## config.mk

```make
export PLATFORM = sky130hd
export DESIGN_NAME = pleb_top
export DESIGN_NICKNAME = d
export VERILOG_FILES = /design/src/rtl/pleb_pkg.sv /design/src/rtl/pleb_if.sv /design/src/rtl/pleb_sync.sv /design/src/rtl/pleb_counter.sv /design/src/rtl/pleb_top.sv
export VERILOG_INCLUDE_DIRS = /design/src /design/src/rtl
export SDC_FILE = /design/constraint.sdc
export NUM_CORES = 1
export LEC_CHECK = 0
export ABC_AREA = 1
export BUFFER_PORTS_ARGS = -buffer_cell sky130_fd_sc_hd__buf_2
export CAP_MARGIN = 20
export CORE_UTILIZATION = 45
export CTS_BUF_LIST = sky130_fd_sc_hd__clkbuf_8 sky130_fd_sc_hd__clkbuf_16
export CTS_CLUSTER_DIAMETER = 80
export CTS_CLUSTER_SIZE = 14
export DETAILED_ROUTE_END_ITERATION = 16
export MAX_ROUTING_LAYER = met4
export SYNTH_ARGS = -nofsm -noshare
export SYNTH_HDL_FRONTEND = slang
export SYNTH_HIERARCHICAL = 1
export SYNTH_SLANG_ARGS = --single-unit
```

## constraint.sdc

```tcl
create_clock -name i_ref_clk -period 3.4 [get_ports i_ref_clk]
set_clock_uncertainty 0.15 [all_clocks]
set_input_delay 0.34 -clock i_ref_clk [delete_from_list [all_inputs] [get_ports i_ref_clk]]
set_output_delay 0.34 -clock i_ref_clk [all_outputs]
set_load 0.005 [all_outputs]
```

## src/rtl/pleb_consts.svh

```systemverilog
/*
 * Register offsets, field positions, reset values and masks of the
 * leading-edge blanking block.
 * Assumes it is included by bare name from files under rtl/.
 */
// What this block does
// RULE_01: High-side rising edge starts blanking when enabled.
// RULE_02: High-side falling edge starts blanking when enabled.
// RULE_03: Low-side rising edge starts blanking when enabled.
// RULE_04: Low-side falling edge starts blanking when enabled.
// RULE_05: Fault input masked during blanking when enabled.
// RULE_06: Current-limit input masked during blanking when enabled.
// RULE_07: Mask both inputs while external signal high.
// RULE_08: Mask both inputs while external signal low.
// RULE_09: Mask both inputs while high-side output high.
// RULE_10: Mask both inputs while high-side output low.
// RULE_11: Mask both inputs while low-side output low.
// RULE_12: Mask both inputs while low-side output high.
// RULE_13: Control bits nine to six read zero.
// RULE_14: Enabled edge restarts counter for configured duration.
// RULE_15: Mask is OR of blanking and states.
`ifndef PLEB_CONSTS_SVH
`define PLEB_CONSTS_SVH

// ----------
// Register word addresses on the plain register port.
// ----------
`define PLEB_ADDR_W        2
`define PLEB_OFF_CONTROL   2'h0
`define PLEB_OFF_DURATION  2'h1
`define PLEB_OFF_STATUS    2'h2

// ----------
// Control register field positions.
// ----------
`define PLEB_HI_RISE_TRIG_EN      15
`define PLEB_HI_FALL_TRIG_EN      14
`define PLEB_LO_RISE_TRIG_EN      13
`define PLEB_LO_FALL_TRIG_EN      12
`define PLEB_FAULT_BLANK_EN       11
`define PLEB_CURLIM_BLANK_EN      10
`define PLEB_BLANK_EXT_HIGH_EN    5
`define PLEB_BLANK_EXT_LOW_EN     4
`define PLEB_BLANK_HIOUT_HIGH_EN  3
`define PLEB_BLANK_HIOUT_LOW_EN   2
`define PLEB_BLANK_LOOUT_HIGH_EN  1
`define PLEB_BLANK_LOOUT_LOW_EN   0

// ----------
// Masks and reset values.
// ----------
`define PLEB_CONTROL_WMASK   16'hFC3F
`define PLEB_CONTROL_RESET   16'h0000
`define PLEB_DURATION_RESET  16'h0000
`define PLEB_SYNC_BITS       3

`endif

```

## src/rtl/pleb_pkg.sv

```systemverilog
/*
 * Types shared by the leading-edge blanking modules.
 * Assumes nothing beyond a SystemVerilog compiler.
 */
package pleb_pkg;

    // Sixteen-bit register word.
    typedef logic [15:0] pleb_word_t;

    // Blanking counter states, one-hot.
    typedef enum logic [1:0]
    {
        PLEB_IDLE  = 2'b01,
        PLEB_BLANK = 2'b10
    } pleb_state_e;

endpackage

```

## src/rtl/pleb_if.sv

```systemverilog
/*
 * Carrier between the blanking controller and its counter.
 * Assumes both ends run on the same clock.
 */
`timescale 1ns/1ps
`default_nettype none
interface pleb_if;
    logic               start;     // One-cycle pulse that restarts blanking.
    pleb_pkg::pleb_word_t duration; // Blanking length in clock cycles.
    logic               active;    // High while the blanking interval runs.

    // Controller side.
    modport ctrl (output start, output duration, input active);
    // Counter side.
    modport cnt (input start, input duration, output active);
endinterface
`default_nettype wire

```

## src/rtl/pleb_sync.sv

```systemverilog
/*
 * Three-flop input synchroniser with agreement filter, one lane per bit.
 * Assumes asynchronous inputs and a single destination clock.
 */
`timescale 1ns/1ps
`default_nettype none
module pleb_sync
(
    input  wire logic       i_ref_clk, // Destination clock.
    input  wire logic       i_rstn,    // Asynchronous reset, low.
    input  wire logic [2:0] i_async,   // Raw pin levels.
    output var  logic [2:0] o_sync     // Filtered levels.
);
    `include "pleb_consts.svh"

    // ----------
    // One lane per input bit.
    // ----------
    genvar g;
    generate
        for (g = 0; g < `PLEB_SYNC_BITS; g = g + 1)
        begin : g_lane
            logic s1; // First stage, read only by the second stage.
            logic s2; // Second stage.
            logic s3; // Third stage.

            // A new level is accepted only when stages two and three agree.
            always_ff @(posedge i_ref_clk or negedge i_rstn)
            begin
                if (!i_rstn)
                begin
                    s1        <= 1'b0;
                    s2        <= 1'b0;
                    s3        <= 1'b0;
                    o_sync[g] <= 1'b0;
                end
                else
                begin
                    s1 <= i_async[g];
                    s2 <= s1;
                    s3 <= s2;
                    if (s2 == s3)
                    begin
                        o_sync[g] <= s3;
                    end
                end
            end
        end
    endgenerate
endmodule
`default_nettype wire

```

## src/rtl/pleb_counter.sv

```systemverilog
/*
 * Leading-edge blanking counter.
 * Assumes start pulses and duration come from the controller on one clock.
 */
`timescale 1ns/1ps
`default_nettype none
module pleb_counter
(
    input  wire logic i_ref_clk, // Clock.
    input  wire logic i_rstn,    // Asynchronous reset, low.
    pleb_if.cnt       bus        // Start, duration and active flag.
);
    pleb_pkg::pleb_state_e state; // Idle or blanking.
    pleb_pkg::pleb_word_t  count; // Cycles of blanking still to run.

    // A start always reloads the count, even in the middle of an interval.
    always_ff @(posedge i_ref_clk or negedge i_rstn)
    begin
        if (!i_rstn)
        begin
            state      <= pleb_pkg::PLEB_IDLE;
            count      <= 16'h0000;
            bus.active <= 1'b0;
        end
        else if (bus.start)
        begin
            // A zero duration gives no blanking at all.
            count      <= bus.duration; // RULE_14
            bus.active <= (bus.duration != 16'h0000);
            state      <= (bus.duration != 16'h0000) ? pleb_pkg::PLEB_BLANK
                                                       : pleb_pkg::PLEB_IDLE;
        end
        else
        begin
            case (state)
                pleb_pkg::PLEB_BLANK:
                begin
                    // The last counted cycle closes the interval.
                    if (count <= 16'h0001)
                    begin
                        count      <= 16'h0000;
                        bus.active <= 1'b0;
                        state      <= pleb_pkg::PLEB_IDLE;
                    end
                    else
                    begin
                        count <= count - 16'h0001; // RULE_14
                    end
                end
                default:
                begin
                    state      <= pleb_pkg::PLEB_IDLE;
                    bus.active <= 1'b0;
                end
            endcase
        end
    end
endmodule
`default_nettype wire

```

## src/rtl/pleb_top.sv

```systemverilog
/*
 * Leading-edge and state blanking for one PWM generator pair.
 * Holds the control, duration and status registers, detects the trigger
 * edges of the two PWM outputs, runs the blanking counter and masks the
 * fault and current-limit inputs.
 * Assumes the PWM outputs come from logic on i_ref_clk, while the fault,
 * current-limit and external blanking inputs are asynchronous pins.
 */
// Local design decisions: the plain strobed port and the register offsets.
`timescale 1ns/1ps
`default_nettype none
module pleb_top
(
    input  wire logic        i_ref_clk,        // 100 MHz clock.
    input  wire logic        i_rstn,           // Asynchronous reset, low.
    input  wire logic [1:0]  i_reg_addr,       // Register word address.
    input  wire logic [15:0] i_reg_wdata,      // Write data.
    input  wire logic        i_reg_wr,         // Write strobe.
    input  wire logic        i_reg_rd,         // Read strobe.
    output var  logic [15:0] o_reg_rdata,      // Read data, next cycle.
    input  wire logic        i_high_side_out,  // High-side PWM output.
    input  wire logic        i_low_side_out,   // Low-side PWM output.
    input  wire logic        i_ext_blank,      // Selected blanking signal.
    input  wire logic        i_fault_in,       // Raw fault input.
    input  wire logic        i_curlim_in,      // Raw current-limit input.
    output var  logic        o_fault_out,      // Fault after masking.
    output var  logic        o_curlim_out,     // Current limit after masking.
    output var  logic        o_blank_active    // Blanking interval running.
);
    `include "pleb_consts.svh"

    // ----------
    // Declarations
    // ----------
    // Software registers.
    pleb_pkg::pleb_word_t control;     // Control register.
    pleb_pkg::pleb_word_t duration;    // Blanking duration in cycles.

    // Edge history and edge pulses.
    logic                 hi_prev;     // High-side output one cycle ago.
    logic                 lo_prev;     // Low-side output one cycle ago.
    logic                 hi_rise;     // High-side rising edge this cycle.
    logic                 hi_fall;     // High-side falling edge this cycle.
    logic                 lo_rise;     // Low-side rising edge this cycle.
    logic                 lo_fall;     // Low-side falling edge this cycle.
    logic                 edge_start;  // Any enabled trigger edge.

    // Synchronised pins.
    logic [2:0]           pins_sync;   // Synchronised pin levels.
    logic                 ext_s;       // Synchronised external blanking.
    logic                 fault_s;     // Synchronised fault.
    logic                 curlim_s;    // Synchronised current limit.

    // Masking terms.
    logic                 state_mask;  // Any enabled state-blanking condition.
    logic                 next_fault;  // Fault value after masking.
    logic                 next_curlim; // Current-limit value after masking.

    // Read path.
    pleb_pkg::pleb_word_t status;      // Live status word.
    pleb_pkg::pleb_word_t next_rdata;  // Read data selected by the address.

    pleb_if cnt_bus ();                // Carrier to the counter.

    // ----------
    // Pin synchronisers
    // ----------

    // The three asynchronous pins share one synchroniser block.
    pleb_sync u_sync
    (
        .i_ref_clk (i_ref_clk),
        .i_rstn    (i_rstn),
        .i_async   ({i_ext_blank, i_curlim_in, i_fault_in}),
        .o_sync    (pins_sync)
    );

    // Lane order is fault, current limit, external.
    assign fault_s  = pins_sync[0]; // Fault lane.
    assign curlim_s = pins_sync[1]; // Current-limit lane.
    assign ext_s    = pins_sync[2]; // External blanking lane.

    // ----------
    // Register writes
    // ----------

    // Control register; bits nine to six are not stored and stay zero.
    always_ff @(posedge i_ref_clk or negedge i_rstn)
    begin
        if (!i_rstn)
        begin
            // All enables off.
            control <= `PLEB_CONTROL_RESET;
        end
        else if (i_reg_wr && (i_reg_addr == `PLEB_OFF_CONTROL))
        begin
            control <= i_reg_wdata & `PLEB_CONTROL_WMASK; // RULE_13
        end
    end

    // Duration register; takes effect at the next trigger edge.
    always_ff @(posedge i_ref_clk or negedge i_rstn)
    begin
        if (!i_rstn)
        begin
            // No blanking length yet.
            duration <= `PLEB_DURATION_RESET;
        end
        else if (i_reg_wr && (i_reg_addr == `PLEB_OFF_DURATION))
        begin
            duration <= i_reg_wdata;
        end
    end

    // ----------
    // Edge detection
    // ----------

    // The PWM outputs are on this clock, so one history flop suffices.
    always_ff @(posedge i_ref_clk or negedge i_rstn)
    begin
        if (!i_rstn)
        begin
            // Idle PWM level is low, so no false edge.
            hi_prev <= 1'b0;
            lo_prev <= 1'b0;
        end
        else
        begin
            hi_prev <= i_high_side_out;
            lo_prev <= i_low_side_out;
        end
    end

    // Edge pulses are one cycle wide.
    assign hi_rise = i_high_side_out & ~hi_prev;
    assign hi_fall = ~i_high_side_out & hi_prev;
    assign lo_rise = i_low_side_out & ~lo_prev;
    assign lo_fall = ~i_low_side_out & lo_prev;

    // Each edge counts only when its enable bit is set.
    always_comb
    begin
        // No trigger by default.
        edge_start = 1'b0;
        if (control[`PLEB_HI_RISE_TRIG_EN] && hi_rise)
        begin
            edge_start = 1'b1; // RULE_01
        end
        if (control[`PLEB_HI_FALL_TRIG_EN] && hi_fall)
        begin
            edge_start = 1'b1; // RULE_02
        end
        if (control[`PLEB_LO_RISE_TRIG_EN] && lo_rise)
        begin
            edge_start = 1'b1; // RULE_03
        end
        if (control[`PLEB_LO_FALL_TRIG_EN] && lo_fall)
        begin
            edge_start = 1'b1; // RULE_04
        end
    end

    // ----------
    // Blanking counter
    // ----------

    // Any enabled edge restarts the count, even while one runs.
    assign cnt_bus.start    = edge_start; // RULE_14
    // Length is taken by the counter at each start.
    assign cnt_bus.duration = duration;

    // The counter holds the interval and its active flag.
    pleb_counter u_counter
    (
        .i_ref_clk (i_ref_clk),
        .i_rstn    (i_rstn),
        .bus       (cnt_bus.cnt)
    );

    // ----------
    // Masking
    // ----------

    // State blanking terms; each applies only while its enable is set.
    always_comb
    begin
        // No state blanking by default.
        state_mask = 1'b0;
        if (control[`PLEB_BLANK_EXT_HIGH_EN] && ext_s)
        begin
            state_mask = 1'b1; // RULE_07
        end
        if (control[`PLEB_BLANK_EXT_LOW_EN] && !ext_s)
        begin
            state_mask = 1'b1; // RULE_08
        end
        if (control[`PLEB_BLANK_HIOUT_HIGH_EN] && i_high_side_out)
        begin
            state_mask = 1'b1; // RULE_09
        end
        if (control[`PLEB_BLANK_HIOUT_LOW_EN] && !i_high_side_out)
        begin
            state_mask = 1'b1; // RULE_10
        end
        if (control[`PLEB_BLANK_LOOUT_LOW_EN] && !i_low_side_out)
        begin
            state_mask = 1'b1; // RULE_11
        end
        if (control[`PLEB_BLANK_LOOUT_HIGH_EN] && i_low_side_out)
        begin
            state_mask = 1'b1; // RULE_12
        end
    end

    // Leading-edge blanking applies per input; state blanking to both.
    always_comb
    begin
        // Pass the synchronised pins by default.
        next_fault  = fault_s;
        next_curlim = curlim_s;
        if (control[`PLEB_FAULT_BLANK_EN] && cnt_bus.active)
        begin
            next_fault = 1'b0; // RULE_05
        end
        if (control[`PLEB_CURLIM_BLANK_EN] && cnt_bus.active)
        begin
            next_curlim = 1'b0; // RULE_06
        end
        if (state_mask)
        begin
            // Masking is the OR of the interval and every state term.
            next_fault  = 1'b0; // RULE_15
            next_curlim = 1'b0; // RULE_15
        end
    end

    // Outputs leave the block from flops, one cycle after the masking terms and the counter flag.
    always_ff @(posedge i_ref_clk or negedge i_rstn)
    begin
        if (!i_rstn)
        begin
            // Quiet outputs while in reset.
            o_fault_out    <= 1'b0;
            o_curlim_out   <= 1'b0;
            o_blank_active <= 1'b0;
        end
        else
        begin
            o_fault_out    <= next_fault;
            o_curlim_out   <= next_curlim;
            o_blank_active <= cnt_bus.active;
        end
    end

    // ----------
    // Register reads
    // ----------

    // Status shows the counter, the masks and the synchronised inputs.
    assign status = {10'h000, curlim_s, fault_s, o_curlim_out, o_fault_out,
                     state_mask, cnt_bus.active};

    // Unmapped addresses read as zero.
    always_comb
    begin
        // Decode of the readable words.
        case (i_reg_addr)
            `PLEB_OFF_CONTROL:
            begin
                next_rdata = control; // RULE_13
            end
            `PLEB_OFF_DURATION:
            begin
                next_rdata = duration;
            end
            `PLEB_OFF_STATUS:
            begin
                next_rdata = status;
            end
            default:
            begin
                next_rdata = 16'h0000;
            end
        endcase
    end

    // Read data stand only in the cycle after the read strobe.
    always_ff @(posedge i_ref_clk or negedge i_rstn)
    begin
        if (!i_rstn)
        begin
            o_reg_rdata <= 16'h0000;
        end
        else if (i_reg_rd)
        begin
            o_reg_rdata <= next_rdata;
        end
        else
        begin
            // No stale data stands on an idle bus.
            o_reg_rdata <= 16'h0000;
        end
    end
endmodule
`default_nettype wire

```

==> impl_metrics.yaml, run 1 <==
status:
  status: "finished clean"
clocking:
  cts.path.max_buffers: 2
  htreeDepth: 3
  cts-resized-gates: 0
  insertion_delay_ns: 0.36
  cts.clk_slew.worst_paths_ns: 0.09
  cts-root-buf: "clkbuf_8"
  cts_setup_buffers: 0
  cts-buffers-inserted: 9
  cts_tree: "done"
  clkSinkCount: 79
  postCtsHoldBufs: 5
setup_path:
  crit_path_end_kind: "flip-flop"
  cp_num_cells: 10
  path_cells: "dlygate4sd3_1, buf_2, nand2_1, o2111ai_1, inv_2, nand2_2, inv_2, nand2_1, o21ai_1, o21bai_1"
  path_delay_family: "buffers and inverters"
  slowest_delay_ns: 0.69
  critPathArrivalTime_ns: 2.92
  path_buf_inv: 4
  reg2reg_slack_ns: 0.83
  r2r_cells: 8
  worst-setup-path-type: "primary input to flip-flop"
  cp_max_fo: 20
  cp-start-kind: "primary input"
  cp.required_ns: 3.49
  slowest_stage: "o2111ai_1"
pwr:
  finalPower_mw: 2.72
  vdd_drop_max_v: 0.000249
  power_leakage_nw: 2.27
  p_per_area_mw_per_mm2: 629
synth:
  avgSynthCellArea_um2: 8.49
  ys_types: 26
  syn_area_mm2: 0.00378
  synth.yosys.warnings: 6
  syn_inst: 445
  ys_seq_elements: 79
  ys_seq_area_share_pct: 52.3
  synth_nets: 474
route:
  antenna_left: 0
  drtIter0Drc: 158
  drtPass1Iterations: 6
  drt-total-wl_um: 8280
  wl_per_cell_um: 13.6
  via_count: 2922
  vias_per_cell: 4.81
  route.detailed.drc: 0
sta:
  whs_ns: 0.0717
  setup_slack_ns: 0.575
  hold_violations: 0
  finalSetupTns_ns: 0
  setup_viol: 0
  slew_headroom_pct: 43.2
  final_max_slew_viol_count: 0
  fin_crit_sh_pct: 83.1
  fin_crit_ns: 2.83
  rsz0062_at_grt: "no"
  fmax_mhz: 354
  worst_pin_slew_ns: 0.852
placement:
  dp_hpwl_um: 5910
  dp_worst_setup_slack_ns: 0.820
  place_congestion: 0.850
  numPortBuffers: 45
cells_and_area:
  n_fill_cell: 785
  area_growth_pct: 14.4
  regArea_mm2: 0.00198
  antenna_cells: 0
  multiInputGateArea_mm2: 0.00143
  layout-drive-gt1-share_pct: 22.1
  nets: 526
grt:
  grt_start_max_net_pins: 80
  grt_pass1_wl_um: 14000
  grt.total_usage_pct: 21.9
  antenna_found_initial: 0
  overflow: 0
  grt_pass1_vias: 2887
die:
  dieArea_mm2: 0.00877
  die_height_um: 93.7
  io_pins: 46
  rows: 33
  initial_core_util_pct: 46.2
  coreArea_mm2: 0.00818
  die_x_um: 93.7
hold_path:
  min_path_cells: 3
  min_path_type: "primary input to flip-flop"
flow_run:
  cap_violations: 0
[stage by stage]
step	cell area [um2]	cells	util [%]
after global placement	4050	584	49.5
final	4320	607	52.9
after CTS	4290	605	52.4
after floorplan	3780	445	-
after global routing	4320	607	52.9
after detailed placement	4050	584	49.5
[registers in the layout (all words and copies together) (netlist names), 3 cells and up]
name	cells
cnt_bus.duration	16
o_reg_rdata	16
u_counter/count	16
control	12
u_sync/g_lane.s1	3
u_sync/g_lane.s2	3
u_sync/g_lane.s3	3
u_sync/o_sync	3
[synth_stat cells, drive strengths merged]
cell       n  area share, %
nor2      46            6.0
inv       73            7.2
o22ai      7            1.2
ha         2           0.66
xor2       5            1.2
a21oi     14            2.3
o21ai     29            5.0
o21bai     8            1.6
nand2    134             15
o2111ai    1           0.23
buf       11            2.5
dfstp      1           0.70
nand4      3           0.89
dfrtp     78             52
nand3     33            4.4
[final timing paths]
| check | from | to |
|---|---|---|
| worst max-delay path | i_high_side_out | u_counter/count[5] |
| max in group asynchronous | i_rstn | u_counter/state[0] |
| worst min-delay path | i_reg_wdata[6] | cnt_bus.duration[6] |
| worst min register to register | u_sync/g_lane[1].s1 | u_sync/g_lane[1].s2 |
| min in group asynchronous | i_rstn | u_counter/count[10] |
| worst max register to register | control[15] | u_counter/count[5] |
[per-layer routing]
layer	routed length [um]	share of wire [%]	global-route usage, %
met5	0	0	-
met4	103	1.2	7.82
met3	312	3.8	4.29
met2	3810	46	31.9
met1	4050	49	30.5
[logic make-up (layout without fill, tap and decap cells)]
family,after synthesis,after routing,synth area share (%)
XOR/XNOR,5,5,1.16
AO/OA/AOI/OAI,59,59,10.3
buffers and inverters,84,141,9.73
adder cells (fa/ha/maj),2,2,0.662
flip-flops,79,79,52.3
AND/OR/NAND/NOR,216,216,25.9
[power by group]
| group | total [mW] | leakage [nW] | switching (mW) | internal, mW |
|---|---|---|---|---|
| logic | 0.765 | 1.20 | 0.482 | 0.284 |
| registers | 1.29 | 0.981 | 0.163 | 1.12 |
| clock network | 0.667 | 0.0910 | 0.372 | 0.295 |
| total | 2.72 | 2.27 | 1.02 | 1.70 |
[area by class of cell]
cell class / instances / share of cell area, %
Sequential cell: 79 / 45.8
Multi-Input combinational cell: 282 / 33.2
Timing Repair Buffer: 52 / 7.29
Inverter: 73 / 6.34
Clock buffer: 10 / 3.18
Tap cell: 105 / 3.04
Clock inverter: 6 / 1.22
[worst min-delay path: stages]
cell	delay, ns
buf_2	0.07
nor2_1	0.04
a21oi_2	0.08
[cells in the final DEF, fill, tap and decap left out, drive strengths merged, types with 5 or more instances in the layout]
master       count
o21ai           29
o22ai            7
nor2            46
nand3           33
nand2          134
buf             46
o21bai           8
dfrtp           78
inv             75
a21oi           14
clkbuf          10
xor2             5
dlygate4sd3      6
Note: power is estimated with default switching activity, not from simulation.
==> run 2, diff against run 1 <==
- ABC_AREA: 1 -> 0
- clock period: 3.4 -> 2.7 ns (I/O delays scaled with it)
==> run 2 against run 1 <==
Net effect:
- worst hold slack lost 0.059 ns
- first-iteration DRC count shrank 54%
- global-route usage shrank 1.1 points
==> impl_metrics.yaml, run 2 <==
setup_path:
  cp.required_ns: 2.78
  cp_max_fo: 8
  cp-start-kind: "flip-flop"
  critPathArrivalTime_ns: 2.43
  crit_path_end_kind: "flip-flop"
  path_cells: "nor4_1, nor3b_4, a21oi_2, a311oi_1, nor2_1"
  slowest_delay_ns: 0.60
  worst-setup-path-type: "flip-flop to flip-flop"
  slowest_stage: "nor4_1"
sta:
  whs_ns: 0.0129
  rsz0062_at_grt: "no"
  hold_violations: 0
  setup_viol: 0
  fin_crit_sh_pct: 86.8
  worst_pin_slew_ns: 0.675
  finalSetupTns_ns: 0
  fin_crit_ns: 2.34
  setup_slack_ns: 0.355
  slew_headroom_pct: 54.6
  final_max_slew_viol_count: 0
  fmax_mhz: 426
synth:
  ys_seq_elements: 79
  synth_top_area_share_pct: 55.7
  ys_seq_area_share_pct: 56.5
  synth_common_cells: "dfrtp_1, nand2_1, nor2_1, o21ai_0"
  synth-edff-count: 0
  synth_top_cell_by_area: "dfrtp_1"
  synthArstFlopShare_pct: 100
  synthTopCellsByArea: "dfrtp_1, mux2_2, mux2_4, mux2i_1, nand2_1"
  synth_nets: 317
  avgSynthCellArea_um2: 12.2
  yosysMostFrequentCell: "dfrtp_1"
  ys_types: 57
  syn_inst: 288
  synthFlopType: "dfrtp_1"
  synth.yosys.warnings: 6
  syn_area_mm2: 0.00350
grt:
  grt.total_usage_pct: 20.8
  grt_pass1_vias: 2391
  grt_pass1_wl_um: 12500
  grt_start_max_net_pins: 45
  overflow: 0
  antenna_found_initial: 0
clocking:
  postCtsHoldBufs: 12
  cts_tree: "done"
  cts_setup_buffers: 0
  cts-buffers-inserted: 9
  cts-resized-gates: 0
  clkSinkCount: 79
  cts.clk_slew.worst_paths_ns: 0.09
  insertion_delay_ns: 0.34
  htreeDepth: 3
  cts.path.max_buffers: 2
  cts-root-buf: "clkbuf_8"
cells_and_area:
  final_common_cell: "dfrtp_1"
  fin_area_mm2: 0.00414
  final_cell_mix: "dfrtp_1, buf_2, nand2_1"
  fin_cells: 455
  reg_top3: "cnt_bus.duration x16, o_reg_rdata x16, u_counter/count x16"
  nets: 380
  n_fill_cell: 654
  area_growth_pct: 18.2
  finish.utilization_pct: 56.2
  antenna_cells: 0
  layout-drive-gt1-share_pct: 30.6
placement:
  placed_area_mm2: 0.00381
  numPortBuffers: 45
  dp_worst_setup_slack_ns: 0.384
  placed_cells: 427
  place_congestion: 0.814
  dp_hpwl_um: 5290
pwr:
  vdd_drop_max_v: 0.000351
  p_per_area_mw_per_mm2: 793
  power_leakage_nw: 1.93
  finalPower_mw: 3.28
die:
  dieArea_mm2: 0.00814
  coreArea_mm2: 0.00737
  die_x_um: 90.2
  rows: 31
  io_pins: 46
  initial_core_util_pct: 47.5
  die_height_um: 90.2
route:
  via_count: 2355
  antenna_left: 0
  drtIter0Drc: 73
  wl_per_cell_um: 16.5
  vias_per_cell: 5.18
  drt-total-wl_um: 7490
  route.detailed.drc: 0
  drtPass1Iterations: 4
hold_path:
  min_path_type: "primary input to flip-flop"
status:
  status: "finished clean"
flow_run:
  cap_violations: 0
-- run 2: cell types whose count changed after synthesis, moves of 14 or more --
cell	before	now
nand2_1	121	27
inv_1	69	6
nand3_1	33	1
nor2_1	32	15
mux2_2	0	14
mux2i_1	0	14
-- run 2: final timing paths --
path / from / to / slack [ns] / cells past startpoint
worst max-delay path: u_counter/count[4] / u_counter/count[15] / 0.36 / 5
worst min-delay path: i_reg_wdata[15] / control[15] / 0.01 / 2
worst max register to register: u_counter/count[4] / u_counter/count[15] / 0.36 / 5
worst min register to register: u_sync/g_lane[2].s1 / u_sync/g_lane[2].s2 / 0.20 / 0
max in group asynchronous: i_rstn / u_counter/state[0] / 1.36 / 3
min in group asynchronous: i_rstn / cnt_bus.duration[1] / 0.32 / 2
-- run 2: kinds of logic (layout without fill, tap and decap cells) --
family | count (synthesis) | in the layout | synth area share [%]
compound gates | 47 | 47 | 8.36
xor+xnor | 6 | 6 | 1.50
fa+ha+maj | 5 | 5 | 1.68
buf+inv | 17 | 85 | 3.07
flops | 79 | 79 | 56.5
mux | 43 | 43 | 14.4
simple gates | 91 | 91 | 14.5
-- run 2: final cells by class --
cell class	instances	area, um2	area share, %
Clock buffer	10	138	3.32
Clock inverter	6	68.8	1.66
Inverter	6	22.5	0.544
Multi-Input combinational cell	192	1420	34.2
Sequential cell	79	1980	47.8
Tap cell	99	124	2.99
Timing Repair Buffer	63	393	9.49
-- run 2: worst max-delay path: cells and delay by family (launching register included) --
kind / cells / cell delay, ns
and+or+nand+nor: 3 / 1.11
AOI/OAI and AO/OA: 2 / 0.52
DFF: 1 / 0.45
-- run 2: metal layers --
metal,GRT usage (%),vias to the layer above,wire length (um)
met1,27.9,1154,3650
met2,31.5,37,3540
met5,-,-,0
met4,9.27,0,146
li1,-,1154,-
met3,3.13,10,159
-- run 2: report_power, final --
part | internal [mW] | switching (mW)
clock network | 0.457 | 0.439
registers | 1.41 | 0.245
logic | 0.364 | 0.366
